--- src/cacx_pkg.sv ---
package cacx_pkg;
  // Register map of the configuration slave
  localparam int ADDR_W = 12;
  localparam logic [11:0] CTRL_OFS = 12'h100;
  localparam logic [11:0] AUX_OFS = 12'h104;
  localparam logic [11:0] INT_MASK_OFS = 12'h214;
  localparam logic [11:0] INT_CLEAR_OFS = 12'h220;
  // Write responses
  localparam logic [1:0] RESP_OKAY = 2'h0;
  localparam logic [1:0] RESP_SLVERR = 2'h2;
  localparam logic [1:0] RESP_DECERR = 2'h3;
  // Main control fields
  localparam int CTRL_EN_BIT = 0;
  localparam logic CTRL_EN_RST = 1'h0;
  // Auxiliary configuration fields
  localparam int AUX_EARLY_RESP = 30;
  localparam int AUX_IPF_EN = 29;
  localparam int AUX_DPF_EN = 28;
  localparam int AUX_NS_INT = 27;
  localparam int AUX_NS_LOCK = 26;
  localparam int AUX_REPL_RR = 25;
  localparam int AUX_WALLOC_HI = 24;
  localparam int AUX_WALLOC_LO = 23;
  localparam int AUX_SHARED_OVR = 22;
  localparam int AUX_PARITY = 21;
  localparam int AUX_EVBUS = 20;
  localparam int AUX_WAY_HI = 19;
  localparam int AUX_WAY_LO = 17;
  localparam int AUX_ASSOC = 16;
  localparam int AUX_SHARED_INV = 13;
  localparam int AUX_EXCL = 12;
  localparam int AUX_SB_LIMIT = 11;
  localparam int AUX_HIPRI_RD = 10;
  localparam int AUX_ZERO_LINE = 0;
  // Writable bits; reserved 31, 15:14 and 9:1 stay zero
  localparam logic [31:0] AUX_WMASK = 32'h7FFF3C01;
  // Fixed part of the reset value: round-robin replacement
  localparam logic [31:0] AUX_RST = 32'h02000000;
  // Build-time support for the 16-way arrangement
  localparam logic ASSOC_16_BUILT = 1'h1;
  // Write-allocate modes
  localparam logic [1:0] WALLOC_ATTR = 2'h0;
  localparam logic [1:0] WALLOC_NONE = 2'h1;
  localparam logic [1:0] WALLOC_FORCE = 2'h2;
  localparam logic [1:0] WALLOC_ALIAS = 2'h3;
  // Way-size codes at the ends of the range
  localparam logic [2:0] WAY_RSV_LO = 3'h0;
  localparam logic [2:0] WAY_16K = 3'h1;
  localparam logic [2:0] WAY_512K = 3'h6;
  localparam logic [2:0] WAY_RSV_HI = 3'h7;
endpackage

--- src/cacx_aux_config.sv ---
// Operation
// - Non-secure write to aux register: no update, decode error response
// - Aux register readable by secure and non-secure accesses alike
// - Write to aux register while cache enabled gets slave error
// - Non-secure write while enabled reports decode error, not slave error
// - Reserved bits 31, 15:14, 9:1 read zero; writers preserve them
// - Bit 30 enables early write response, reset 0
// - Bit 29 enables instruction prefetch, reset 0
// - Bit 28 enables data prefetch, reset 0
// - Bit 27 lets non-secure accesses reach interrupt mask and clear
// - Bit 26 lets non-secure writes modify lockdown registers
// - Bit 25 picks round-robin (1, reset) or pseudo-random replacement
// - Bits 24:23 write-allocate mode; 11 behaves as 00
// - Bit 22 makes shared attribute ignored, reset 0
// - Bits 21, 20, 12 enable parity, event bus, exclusive mode
// - Bits 19:17 way size clamped to 16KB..512KB; bit 16 associativity
// - Way-size reset value comes from strap inputs
// - Bit 13 shared invalidate, effective only with override clear
// - Bit 11 keeps one store buffer slot free of device writes
// - Bit 10 gives strongly ordered and device reads top priority
// - Bit 0 enables full-line zero writes, reset 0
// - Associativity reset value follows strap and build configuration
// - Cache enable is bit 0 of main control register
`timescale 1ns/100ps
`default_nettype none
module cacx_aux_config (
  input wire logic sys_clk,
  input wire logic rst,
  input wire logic [11:0] addr,
  input wire logic [31:0] wdata,
  input wire logic wr,
  input wire logic rd,
  input wire logic secure,
  output logic [31:0] rdata,
  output logic resp_valid,
  output logic [1:0] resp,
  input wire logic [2:0] way_capacity_straps,
  input wire logic assoc_strap,
  output logic cache_enable,
  output logic early_resp_en,
  output logic inst_prefetch_en,
  output logic data_prefetch_en,
  output logic int_access_ok,
  output logic lockdown_write_ok,
  output logic repl_round_robin,
  output logic [1:0] write_allocate_hint,
  output logic shared_override,
  output logic parity_en,
  output logic event_bus_en,
  output logic [2:0] way_size,
  output logic assoc_16way,
  output logic shared_inval_en,
  output logic exclusive_en,
  output logic sb_device_limit,
  output logic hipri_dev_reads,
  output logic zero_line_en
);

  ////////////////////////////////////////////////////////////////////////////
  // Strap synchronisers, free running so reset sees settled values

  logic [2:0] way_s1_r;
  logic [2:0] way_s2_r;
  logic assoc_s1_r;
  logic assoc_s2_r;
  logic [2:0] way_s1_nxt;
  logic [2:0] way_s2_nxt;
  logic assoc_s1_nxt;
  logic assoc_s2_nxt;

  always_comb begin
    way_s1_nxt = way_capacity_straps;
    way_s2_nxt = way_s1_r;
    assoc_s1_nxt = assoc_strap;
    assoc_s2_nxt = assoc_s1_r;
  end

  always_ff @(posedge sys_clk) begin
    way_s1_r <= way_s1_nxt;
    way_s2_r <= way_s2_nxt;
    assoc_s1_r <= assoc_s1_nxt;
    assoc_s2_r <= assoc_s2_nxt;
  end

  ////////////////////////////////////////////////////////////////////////////
  // Register bus decode and update

  logic [31:0] aux_r;
  logic [31:0] aux_nxt;
  logic [31:0] aux_rst_val;
  logic en_r;
  logic en_nxt;
  logic [31:0] rdata_r;
  logic [31:0] rdata_nxt;
  logic resp_valid_r;
  logic resp_valid_nxt;
  logic [1:0] resp_r;
  logic [1:0] resp_nxt;
  logic aux_sel;
  logic ctl_sel;

  always_comb begin
    aux_sel = (addr == cacx_pkg::AUX_OFS);
    ctl_sel = (addr == cacx_pkg::CTRL_OFS);
    aux_rst_val = cacx_pkg::AUX_RST;
    aux_rst_val[cacx_pkg::AUX_WAY_HI:cacx_pkg::AUX_WAY_LO] = way_s2_r;
    aux_rst_val[cacx_pkg::AUX_ASSOC] = assoc_s2_r & cacx_pkg::ASSOC_16_BUILT;
    aux_nxt = aux_r;
    en_nxt = en_r;
    resp_valid_nxt = wr;
    resp_nxt = cacx_pkg::RESP_OKAY;
    rdata_nxt = 32'h00000000;
    if (wr) begin
      if (!(aux_sel || ctl_sel)) begin
        resp_nxt = cacx_pkg::RESP_DECERR;
      end else if (!secure) begin
        // Security check ranks above the enable check
        resp_nxt = cacx_pkg::RESP_DECERR;
      end else if (aux_sel && en_r) begin
        resp_nxt = cacx_pkg::RESP_SLVERR;
      end else if (aux_sel) begin
        aux_nxt = wdata & cacx_pkg::AUX_WMASK;
      end else begin
        en_nxt = wdata[cacx_pkg::CTRL_EN_BIT];
      end
    end
    if (rd) begin
      if (aux_sel) begin
        rdata_nxt = aux_r;
      end else if (ctl_sel) begin
        rdata_nxt = {31'h00000000, en_r};
      end
    end
  end

  always_ff @(posedge sys_clk) begin
    if (rst) begin
      aux_r <= aux_rst_val;
      en_r <= cacx_pkg::CTRL_EN_RST;
      rdata_r <= 32'h00000000;
      resp_valid_r <= 1'h0;
      resp_r <= cacx_pkg::RESP_OKAY;
    end else begin
      aux_r <= aux_nxt;
      en_r <= en_nxt;
      rdata_r <= rdata_nxt;
      resp_valid_r <= resp_valid_nxt;
      resp_r <= resp_nxt;
    end
  end

  assign rdata = rdata_r;
  assign resp_valid = resp_valid_r;
  assign resp = resp_r;
  assign cache_enable = en_r;

  ////////////////////////////////////////////////////////////////////////////
  // Option fields toward the cache datapath

  logic [31:0] opt_src;
  logic [1:0] walloc_raw;
  logic [2:0] way_raw;
  logic [1:0] walloc_r;
  logic [1:0] walloc_nxt;
  logic [2:0] way_size_r;
  logic [2:0] way_size_nxt;
  logic shared_inval_r;
  logic shared_inval_nxt;

  always_comb begin
    // Decoded from the register's own next value, so the views never lag it
    opt_src = rst ? aux_rst_val : aux_nxt;
    walloc_raw = opt_src[cacx_pkg::AUX_WALLOC_HI:cacx_pkg::AUX_WALLOC_LO];
    way_raw = opt_src[cacx_pkg::AUX_WAY_HI:cacx_pkg::AUX_WAY_LO];
    // Alias folded here so the datapath sees only three modes
    walloc_nxt = (walloc_raw == cacx_pkg::WALLOC_ALIAS) ? cacx_pkg::WALLOC_ATTR
      : walloc_raw;
    if (way_raw == cacx_pkg::WAY_RSV_LO) begin
      way_size_nxt = cacx_pkg::WAY_16K;
    end else if (way_raw == cacx_pkg::WAY_RSV_HI) begin
      way_size_nxt = cacx_pkg::WAY_512K;
    end else begin
      way_size_nxt = way_raw;
    end
    // Override wins: invalidate behaviour needs the shared attribute honoured
    shared_inval_nxt = opt_src[cacx_pkg::AUX_SHARED_INV]
      && !opt_src[cacx_pkg::AUX_SHARED_OVR];
  end

  always_ff @(posedge sys_clk) begin
    walloc_r <= walloc_nxt;
    way_size_r <= way_size_nxt;
    shared_inval_r <= shared_inval_nxt;
  end

  assign write_allocate_hint = walloc_r;
  assign way_size = way_size_r;

  assign early_resp_en = aux_r[cacx_pkg::AUX_EARLY_RESP];
  assign inst_prefetch_en = aux_r[cacx_pkg::AUX_IPF_EN];
  assign data_prefetch_en = aux_r[cacx_pkg::AUX_DPF_EN];
  // Qualifies the current access to either interrupt register
  assign int_access_ok = (rd || wr) && (addr == cacx_pkg::INT_MASK_OFS
    || addr == cacx_pkg::INT_CLEAR_OFS) && (secure || aux_r[cacx_pkg::AUX_NS_INT]);
  assign lockdown_write_ok = secure || aux_r[cacx_pkg::AUX_NS_LOCK];
  assign repl_round_robin = aux_r[cacx_pkg::AUX_REPL_RR];
  assign shared_override = aux_r[cacx_pkg::AUX_SHARED_OVR];
  assign parity_en = aux_r[cacx_pkg::AUX_PARITY];
  assign event_bus_en = aux_r[cacx_pkg::AUX_EVBUS];
  assign exclusive_en = aux_r[cacx_pkg::AUX_EXCL];
  assign assoc_16way = aux_r[cacx_pkg::AUX_ASSOC];
  assign shared_inval_en = shared_inval_r;
  assign sb_device_limit = aux_r[cacx_pkg::AUX_SB_LIMIT];
  assign hipri_dev_reads = aux_r[cacx_pkg::AUX_HIPRI_RD];
  assign zero_line_en = aux_r[cacx_pkg::AUX_ZERO_LINE];

  ////////////////////////////////////////////////////////////////////////////
  // Checks

  property p_ns_write_decerr;
    @(posedge sys_clk) disable iff (rst)
    (wr && aux_sel && !secure) |=> resp_valid && resp == cacx_pkg::RESP_DECERR
      && $stable(aux_r);
  endproperty
  a_ns_write_decerr: assert property (p_ns_write_decerr)
    else $error("non-secure aux write not refused");

  property p_read_any;
    @(posedge sys_clk) disable iff (rst)
    (rd && aux_sel) |=> rdata == $past(aux_r);
  endproperty
  a_read_any: assert property (p_read_any)
    else $error("aux read data wrong");

  property p_enabled_slverr;
    @(posedge sys_clk) disable iff (rst)
    (wr && aux_sel && secure && en_r) |=> resp == cacx_pkg::RESP_SLVERR
      && $stable(aux_r);
  endproperty
  a_enabled_slverr: assert property (p_enabled_slverr)
    else $error("aux write while enabled not refused");

  property p_decerr_first;
    @(posedge sys_clk) disable iff (rst)
    (wr && aux_sel && !secure && en_r) |=> resp == cacx_pkg::RESP_DECERR;
  endproperty
  a_decerr_first: assert property (p_decerr_first)
    else $error("slave error reported over decode error");

  property p_rsvd_zero;
    @(posedge sys_clk) disable iff (rst)
    $past(rd && aux_sel) |-> (rdata & ~cacx_pkg::AUX_WMASK) == 32'h00000000;
  endproperty
  a_rsvd_zero: assert property (p_rsvd_zero)
    else $error("reserved aux bits read non-zero");

  property p_write_ok;
    @(posedge sys_clk) disable iff (rst)
    (wr && aux_sel && secure && !en_r) |=> resp == cacx_pkg::RESP_OKAY
      && aux_r == ($past(wdata) & cacx_pkg::AUX_WMASK);
  endproperty
  a_write_ok: assert property (p_write_ok)
    else $error("accepted aux write not applied");

  property p_strap_reset;
    @(posedge sys_clk)
    $fell(rst) |-> aux_r[cacx_pkg::AUX_WAY_HI:cacx_pkg::AUX_WAY_LO] == $past(way_s2_r)
      && aux_r[cacx_pkg::AUX_REPL_RR] && !aux_r[cacx_pkg::AUX_EARLY_RESP];
  endproperty
  a_strap_reset: assert property (p_strap_reset)
    else $error("aux reset value wrong");

  property p_int_gate;
    @(posedge sys_clk) disable iff (rst)
    (rd && addr == cacx_pkg::INT_MASK_OFS && !secure && !aux_r[cacx_pkg::AUX_NS_INT])
      |-> !int_access_ok;
  endproperty
  a_int_gate: assert property (p_int_gate)
    else $error("non-secure interrupt access allowed");

  property p_shared_inv;
    @(posedge sys_clk) disable iff (rst)
    shared_override |-> !shared_inval_en;
  endproperty
  a_shared_inv: assert property (p_shared_inv)
    else $error("shared invalidate active under override");

  property p_way_clamp;
    @(posedge sys_clk) disable iff (rst)
    way_size != cacx_pkg::WAY_RSV_LO && way_size != cacx_pkg::WAY_RSV_HI;
  endproperty
  a_way_clamp: assert property (p_way_clamp)
    else $error("reserved way size reached datapath");

  property p_resp_pulse;
    @(posedge sys_clk) disable iff (rst)
    resp_valid |-> $past(wr);
  endproperty
  a_resp_pulse: assert property (p_resp_pulse)
    else $error("write response without write");

  property p_early_resp_rst;
    @(posedge sys_clk)
    $fell(rst) |-> !early_resp_en;
  endproperty
  a_early_resp_rst: assert property (p_early_resp_rst)
    else $error("early write response on after reset");

  property p_prefetch_rst;
    @(posedge sys_clk)
    $fell(rst) |-> !inst_prefetch_en && !data_prefetch_en;
  endproperty
  a_prefetch_rst: assert property (p_prefetch_rst)
    else $error("prefetch on after reset");

  property p_lock_gate;
    @(posedge sys_clk) disable iff (rst)
    (!secure && !aux_r[cacx_pkg::AUX_NS_LOCK]) |-> !lockdown_write_ok;
  endproperty
  a_lock_gate: assert property (p_lock_gate)
    else $error("non-secure lockdown write allowed");

  property p_repl_rst;
    @(posedge sys_clk)
    $fell(rst) |-> repl_round_robin;
  endproperty
  a_repl_rst: assert property (p_repl_rst)
    else $error("replacement not round-robin after reset");

  property p_walloc_alias;
    @(posedge sys_clk) disable iff (rst)
    aux_r[cacx_pkg::AUX_WALLOC_HI:cacx_pkg::AUX_WALLOC_LO] == cacx_pkg::WALLOC_ALIAS
      |-> write_allocate_hint == cacx_pkg::WALLOC_ATTR;
  endproperty
  a_walloc_alias: assert property (p_walloc_alias)
    else $error("write-allocate alias not folded");

  property p_shared_ovr_rst;
    @(posedge sys_clk)
    $fell(rst) |-> !shared_override && !shared_inval_en;
  endproperty
  a_shared_ovr_rst: assert property (p_shared_ovr_rst)
    else $error("shared handling not default after reset");

  property p_opt_en_rst;
    @(posedge sys_clk)
    $fell(rst) |-> !parity_en && !event_bus_en && !exclusive_en;
  endproperty
  a_opt_en_rst: assert property (p_opt_en_rst)
    else $error("parity, event bus or exclusive on after reset");

  property p_way_pass;
    @(posedge sys_clk) disable iff (rst)
    (aux_r[cacx_pkg::AUX_WAY_HI:cacx_pkg::AUX_WAY_LO] != cacx_pkg::WAY_RSV_LO
      && aux_r[cacx_pkg::AUX_WAY_HI:cacx_pkg::AUX_WAY_LO] != cacx_pkg::WAY_RSV_HI)
      |-> way_size == aux_r[cacx_pkg::AUX_WAY_HI:cacx_pkg::AUX_WAY_LO];
  endproperty
  a_way_pass: assert property (p_way_pass)
    else $error("legal way size altered");

  property p_shared_inv_on;
    @(posedge sys_clk) disable iff (rst)
    (aux_r[cacx_pkg::AUX_SHARED_INV] && !shared_override) |-> shared_inval_en;
  endproperty
  a_shared_inv_on: assert property (p_shared_inv_on)
    else $error("shared invalidate missing without override");

  property p_dev_opts_rst;
    @(posedge sys_clk)
    $fell(rst) |-> !sb_device_limit && !hipri_dev_reads && !zero_line_en;
  endproperty
  a_dev_opts_rst: assert property (p_dev_opts_rst)
    else $error("device or zero-line option on after reset");

  property p_assoc_reset;
    @(posedge sys_clk)
    $fell(rst) |-> assoc_16way == ($past(assoc_s2_r) & cacx_pkg::ASSOC_16_BUILT);
  endproperty
  a_assoc_reset: assert property (p_assoc_reset)
    else $error("associativity reset value wrong");

  property p_ctrl_write;
    @(posedge sys_clk) disable iff (rst)
    (wr && ctl_sel && secure) |=> cache_enable == $past(wdata[cacx_pkg::CTRL_EN_BIT]);
  endproperty
  a_ctrl_write: assert property (p_ctrl_write)
    else $error("cache enable not written");

endmodule
`default_nettype wire

--- config.mk ---
export PLATFORM = sky130hd
export DESIGN_NAME = cacx_aux_config
export DESIGN_NICKNAME = d
export VERILOG_FILES = /design/src/cacx_pkg.sv /design/src/cacx_aux_config.sv
export SDC_FILE = /design/constraint.sdc
export NUM_CORES = 1
export LEC_CHECK = 0
export ABC_AREA = 1
export BUFFER_PORTS_ARGS = -buffer_cell sky130_fd_sc_hd__buf_2
export CELL_PAD_IN_SITES_DETAIL_PLACEMENT = 0
export CELL_PAD_IN_SITES_GLOBAL_PLACEMENT = 1
export CORE_UTILIZATION = 33
export CTS_CLUSTER_DIAMETER = 60
export DETAILED_ROUTE_END_ITERATION = 16
export PLACE_DENSITY = 0.8
export SYNTH_ARGS = -nofsm -noshare
export SYNTH_HDL_FRONTEND = slang
export SYNTH_SLANG_ARGS = --single-unit
--- constraint.sdc ---
create_clock -name sys_clk -period 1.78 [get_ports sys_clk]
set_input_delay 0 -clock sys_clk [delete_from_list [all_inputs] [get_ports sys_clk]]
set_output_delay 0 -clock sys_clk [all_outputs]
set_load 0.005 [all_outputs]
After elaboration in Yosys (flattened, before gate mapping)
Cells that the tools add are included.
{ "word_totals": {"reg_bits": 70, "latch_bits": 0, "ramBits": 0, "romBits": 0, "output_inout_bits": 56, "wordCells": 59, "n_memories": 0} }
{ "op_classes": {"add_sub_neg": 0, "mul": 0, "div_mod_pow": 0, "n_lt_le_gt_ge": 0, "n_eq_ne": 7, "n_shift": 0, "mux": 12, "n_bitwise": 4, "n_reduce_logical": 21} }
{ "ops": {"columns": ["cell", "count"], "rows": [
  ["25-bit two-way mux", 6],
  ["31-bit two-way mux", 1],
  ["12-bit by 10-bit == test with 1-bit output (second input constant)", 2],
  ["12-bit by 9-bit == test with 1-bit output (second input constant)", 2],
  ["5-bit AND reduction", 3],
  ["2-bit nonzero test", 4],
  ["2-bit two-way mux", 3],
  ["1-bit logical OR", 5],
  ["1-bit logical AND", 4],
  ["1-bit NOT", 4],
  ["2-bit OR reduction", 2],
  ["3-bit == test (second input constant)", 1],
  ["3-bit zero test", 1],
  ["3-bit two-way mux", 1],
  ["3-bit OR reduction", 1],
  ["2-bit == test (second input constant)", 1],
  ["2-bit inequality test (second input constant)", 1],
  ["1-bit zero test", 1],
  ["1-bit two-way mux", 1]
]} }

Depth between registers and ports, before layout
{ "depth": {"ltp_word": 9, "mapped_depth": 14, "depth_no_buf": 14} }

Worst setup path after synthesis
Ideal clock, no wire load.
{ "synth_timing": {"kind": "reg-to-reg", "start": "register en_r, in the netlist cache_enable", "end": "register aux_r[16] (enable)", "t_arrival_ns": 0.950, "required_ns": 1.486, "setup_slack_ns": 0.536, "stages_incl_launch_ff": 6, "n_path_buf": 2, "period_less_slack_ns": 1.244, "cell_sequence": "dfxtp_1 nor2_2 nand2_4 buf_6 buf_6 nand2_1"} }
{ "synth_between": {"elab_chain_cells": 3} }
{ "synth_lines": {"columns": ["item", "line", "text"], "rows": [
  ["from (decl)", "cacx_aux_config.sv:91", "logic en_r;"],
  ["from (signal assigned)", "cacx_aux_config.sv:139", "en_r <= cacx_pkg::CTRL_EN_RST;"],
  ["from (signal assigned)", "cacx_aux_config.sv:145", "en_r <= en_nxt;"],
  ["1-bit logical AND", "cacx_aux_config.sv:119", "end else if (aux_sel && en_r) begin"],
  ["2-bit inequality test (no line)", null, null],
  ["5-bit AND reduction (no line)", null, null],
  ["to (signal assigned)", "cacx_aux_config.sv:138", "aux_r <= aux_rst_val;"],
  ["to (signal assigned)", "cacx_aux_config.sv:144", "aux_r <= aux_nxt;"],
  ["to (decl)", "cacx_aux_config.sv:88", "logic [31:0] aux_r;"]
]} }
Every way passes these cells.
A chain may end at the register's enable or synchronous reset.

Worst setup path after layout
{ "layout_timing": {"start": "input port addr[4]", "end": "register en_r, in the netlist cache_enable"} }
{ "layout_between": {"elab_chain_cells": 4} }
{ "layout_lines": {"columns": ["item", "line", "text"], "rows": [
  ["from (decl)", "cacx_aux_config.sv:29", "input wire logic [11:0] addr,"],
  ["12-bit by 9-bit == test with 1-bit output", "cacx_aux_config.sv:103", "aux_sel = (addr == cacx_pkg::AUX_OFS);"],
  ["1-bit logical AND", "cacx_aux_config.sv:119", null],
  ["1-bit NOT (no line)", null, null],
  ["5-bit AND reduction (no line) (*)", null, null]
]} }
Every way passes the cells marked *; elsewhere a longest branch is shown, timed or not.

==> flow_summary.toml <==
[synth]
yosysTopAreaCellShare = 0.550
synth-edff-count = 1
yosys_warnings = 0
synth_cell_types = 29
syn_inst = 237
syn_area_um2 = 2070
yosysSeqAreaShare = 0.565
avgSynthCellArea_um2 = 8.75
ys_async_sr_fraction = 0
synth-main-ff-cell = "dfxtp_1"
synth-seq-cells = 58
yosys-top-cells-area = "dfxtp_1 55%, nor2_1 8.1%, inv_1 7.2%"
synthTopCellsByCount = "57 x dfxtp_1, 45 x nor2_1, 40 x inv_1, 26 x nand2_1, 12 x buf_4"
synth.largest_area_cell = "dfxtp_1"
yosysMostFrequentCell = "dfxtp_1"

[global_route]
grt.total_usage = 0.140
grt_pass1_wl_um = 6900
antenna_found_initial = 0
grt_pass1_vias = 1631
grt.overflow.total = 0
grt_max_degree = 24

[setup_path]
critPathBufInv = 2
worst_ep_arrival_time_ps = 1620
slowest_stage = "dlygate4sd3_1"
cp_max_fo = 4
crit_chain = "buf_2 -> nor2_1 -> nand2_1 -> nor2_2 -> nand2_2 -> nor2_4 -> o21ai_0 -> a211oi_1 -> dlygate4sd3_1"
cpPeakStageDelay_ps = 570
critPathRequiredTime_ps = 2050
path_class = "in -> reg"
crit_path_start_kind = "input pin"
endpoint_kind = "flip-flop"
critPathTopFamily = "buffers and inverters"

[pwr]
peakVddDrop_v = 0.000501
p_leak_uw = 0.00154
power_density_nw_per_um2 = 931

[route]
vias = 1787
routedWlPerCell_um = 10.2
detail-route-antenna-nets = 0
wirelength_um = 4410
drt_pass1_iterations = 4
drt-initial-drc-count = 40
viasPerCell = 4.14
drc = 0

[clocking]
cts_htree_levels = 3
clk_pin_slew_ps = 70
clock_path_buffers = 2
cts_tree = "done"
worstSkewPairLatency_ps = 320
numClockSinks = 58
root_buffer = "clkbuf_8"
cts_made_buffers = 9

[placement]
io_buffer_count = 84
place_inst = 392
hpwl_um = 3150
pre_cts_slack_ps = 279
place_congestion = 0.723

[job]
maxCapViolCount = 0

[die]
die_area_um2 = 6610
ios = 109
core_um2 = 5990
fp.dieH_um = 81.3
die_x_um = 81.3
start_util = 0.346
rows = 28

[timing]
tns_ps = 0
skew_ps = 4.21
rsz0062_at_grt = "false"
period_share = 0.763
slew_viol_final = 0
setup_violations = 0
max_freq_mhz = 736
worst_slack_ps = 422
hold_viol = 0
fin_hold_ws_ps = 23.2
period_minus_slack_ps = 1360

[status]
status = "completed"

[min_path]
hold_class = "in -> reg"

[finish]
instances_no_fill = 432
fin_nets = 405
area_growth_pct = 43.5
antenna_cells = 0
layout-drive-gt1-share = 0.347
routing by layer:
layer	GRT usage	wire length, um	up-vias
met1	0.168	2070	780
li1	-	-	934
met3	0.0551	336	6
met2	0.225	1950	67
met4	0.0536	54	0
met5	0	0	-
final timing paths:
check | startpoint | endpoint | slack [ps] | cells after the start
max reg2reg | cache_enable | aux_r[16] | 420 | 4
min reg2reg | way_s1_r[1] | way_s2_r[1] | 330 | 0
max | addr[4] | cache_enable | 420 | 9
min | wdata[19] | way_size[2] | 20 | 5
cell families (layout without fill, tap and decap cells):
logic type      Yosys count  count (layout)  synth area share
other cells               1              12           0.00181
simple gates             91              91             0.188
flops                    58              58             0.565
compound gates           27              27             0.107
buf+inv                  60             169             0.139
repair_timing:
action,CTS,global route
gates resized for setup,0,0
setup buffers,0,0
hold endpoints to repair,24,0
hold buffers,24,0
flip-flops by register name, indices dropped and copies added, names as in the netlist:
register             flops
aux_r                   20
rdata                   20
way_s1_r                 3
way_s2_r                 3
way_size                 3
resp                     2
write_allocate_hint      2
assoc_s1_r               1
assoc_s2_r               1
cache_enable             1
resp_valid               1
shared_inval_en          1
layout by cell type (no fill, tap or decap):
cell,instances
clkinv_1,1
edfxtp_1,1
o22ai_1,1
nand2_4,1
inv_1,40
nand3_1,10
conb_1,12
clkinv_2,2
nor2_4,1
nor2_2,3
bufinv_16,1
a211oi_2,8
buf_2,84
nand2_1,26
o21ai_0,4
o21ai_1,1
a211oi_1,4
buf_4,3
dfxtp_1,57
o21ai_2,2
nor2_1,45
clkinv_4,1
nand2_2,1
a21boi_0,1
o211ai_1,1
clkbuf_8,12
inv_2,1
or2_2,3
nor4_1,1
dlygate4sd3_1,24
a31o_2,1
a21oi_1,4
worst register-to-register path, delay by kind of cell (launching register included):
kind	cells	cell delay (ps)
AND/OR/NAND/NOR	3	460
flip-flops	1	350
buffers and inverters	1	260
through the flow:
step	utilization	instance area [um2]	total power [uW]
after global routing	0.497	2980	2890
after detailed placement	0.421	2520	1500
final	0.497	2980	2770
after global placement	0.421	2520	1500
after CTS	0.497	2980	2800
after floorplan	-	2120	1450
final cells by class:
type | count | area (um2)
Tap cell | 75 | 93.8
Inverter | 42 | 158
Clock inverter | 4 | 48.8
Sequential cell | 58 | 1170
Multi-Input combinational cell | 130 | 657
Fill cell | 604 | 3010
Clock buffer | 12 | 165
Timing Repair Buffer | 111 | 683
power by group:
group | leakage [uW] | internal, uW | switching [uW] | total, uW
combinational | 0.000952 | 93.9 | 79.7 | 174
sequential | 0.000475 | 1330 | 7.84 | 1340
clock | 0.000112 | 758 | 501 | 1260
No activity file was read; power rests on OpenSTA's default activity.
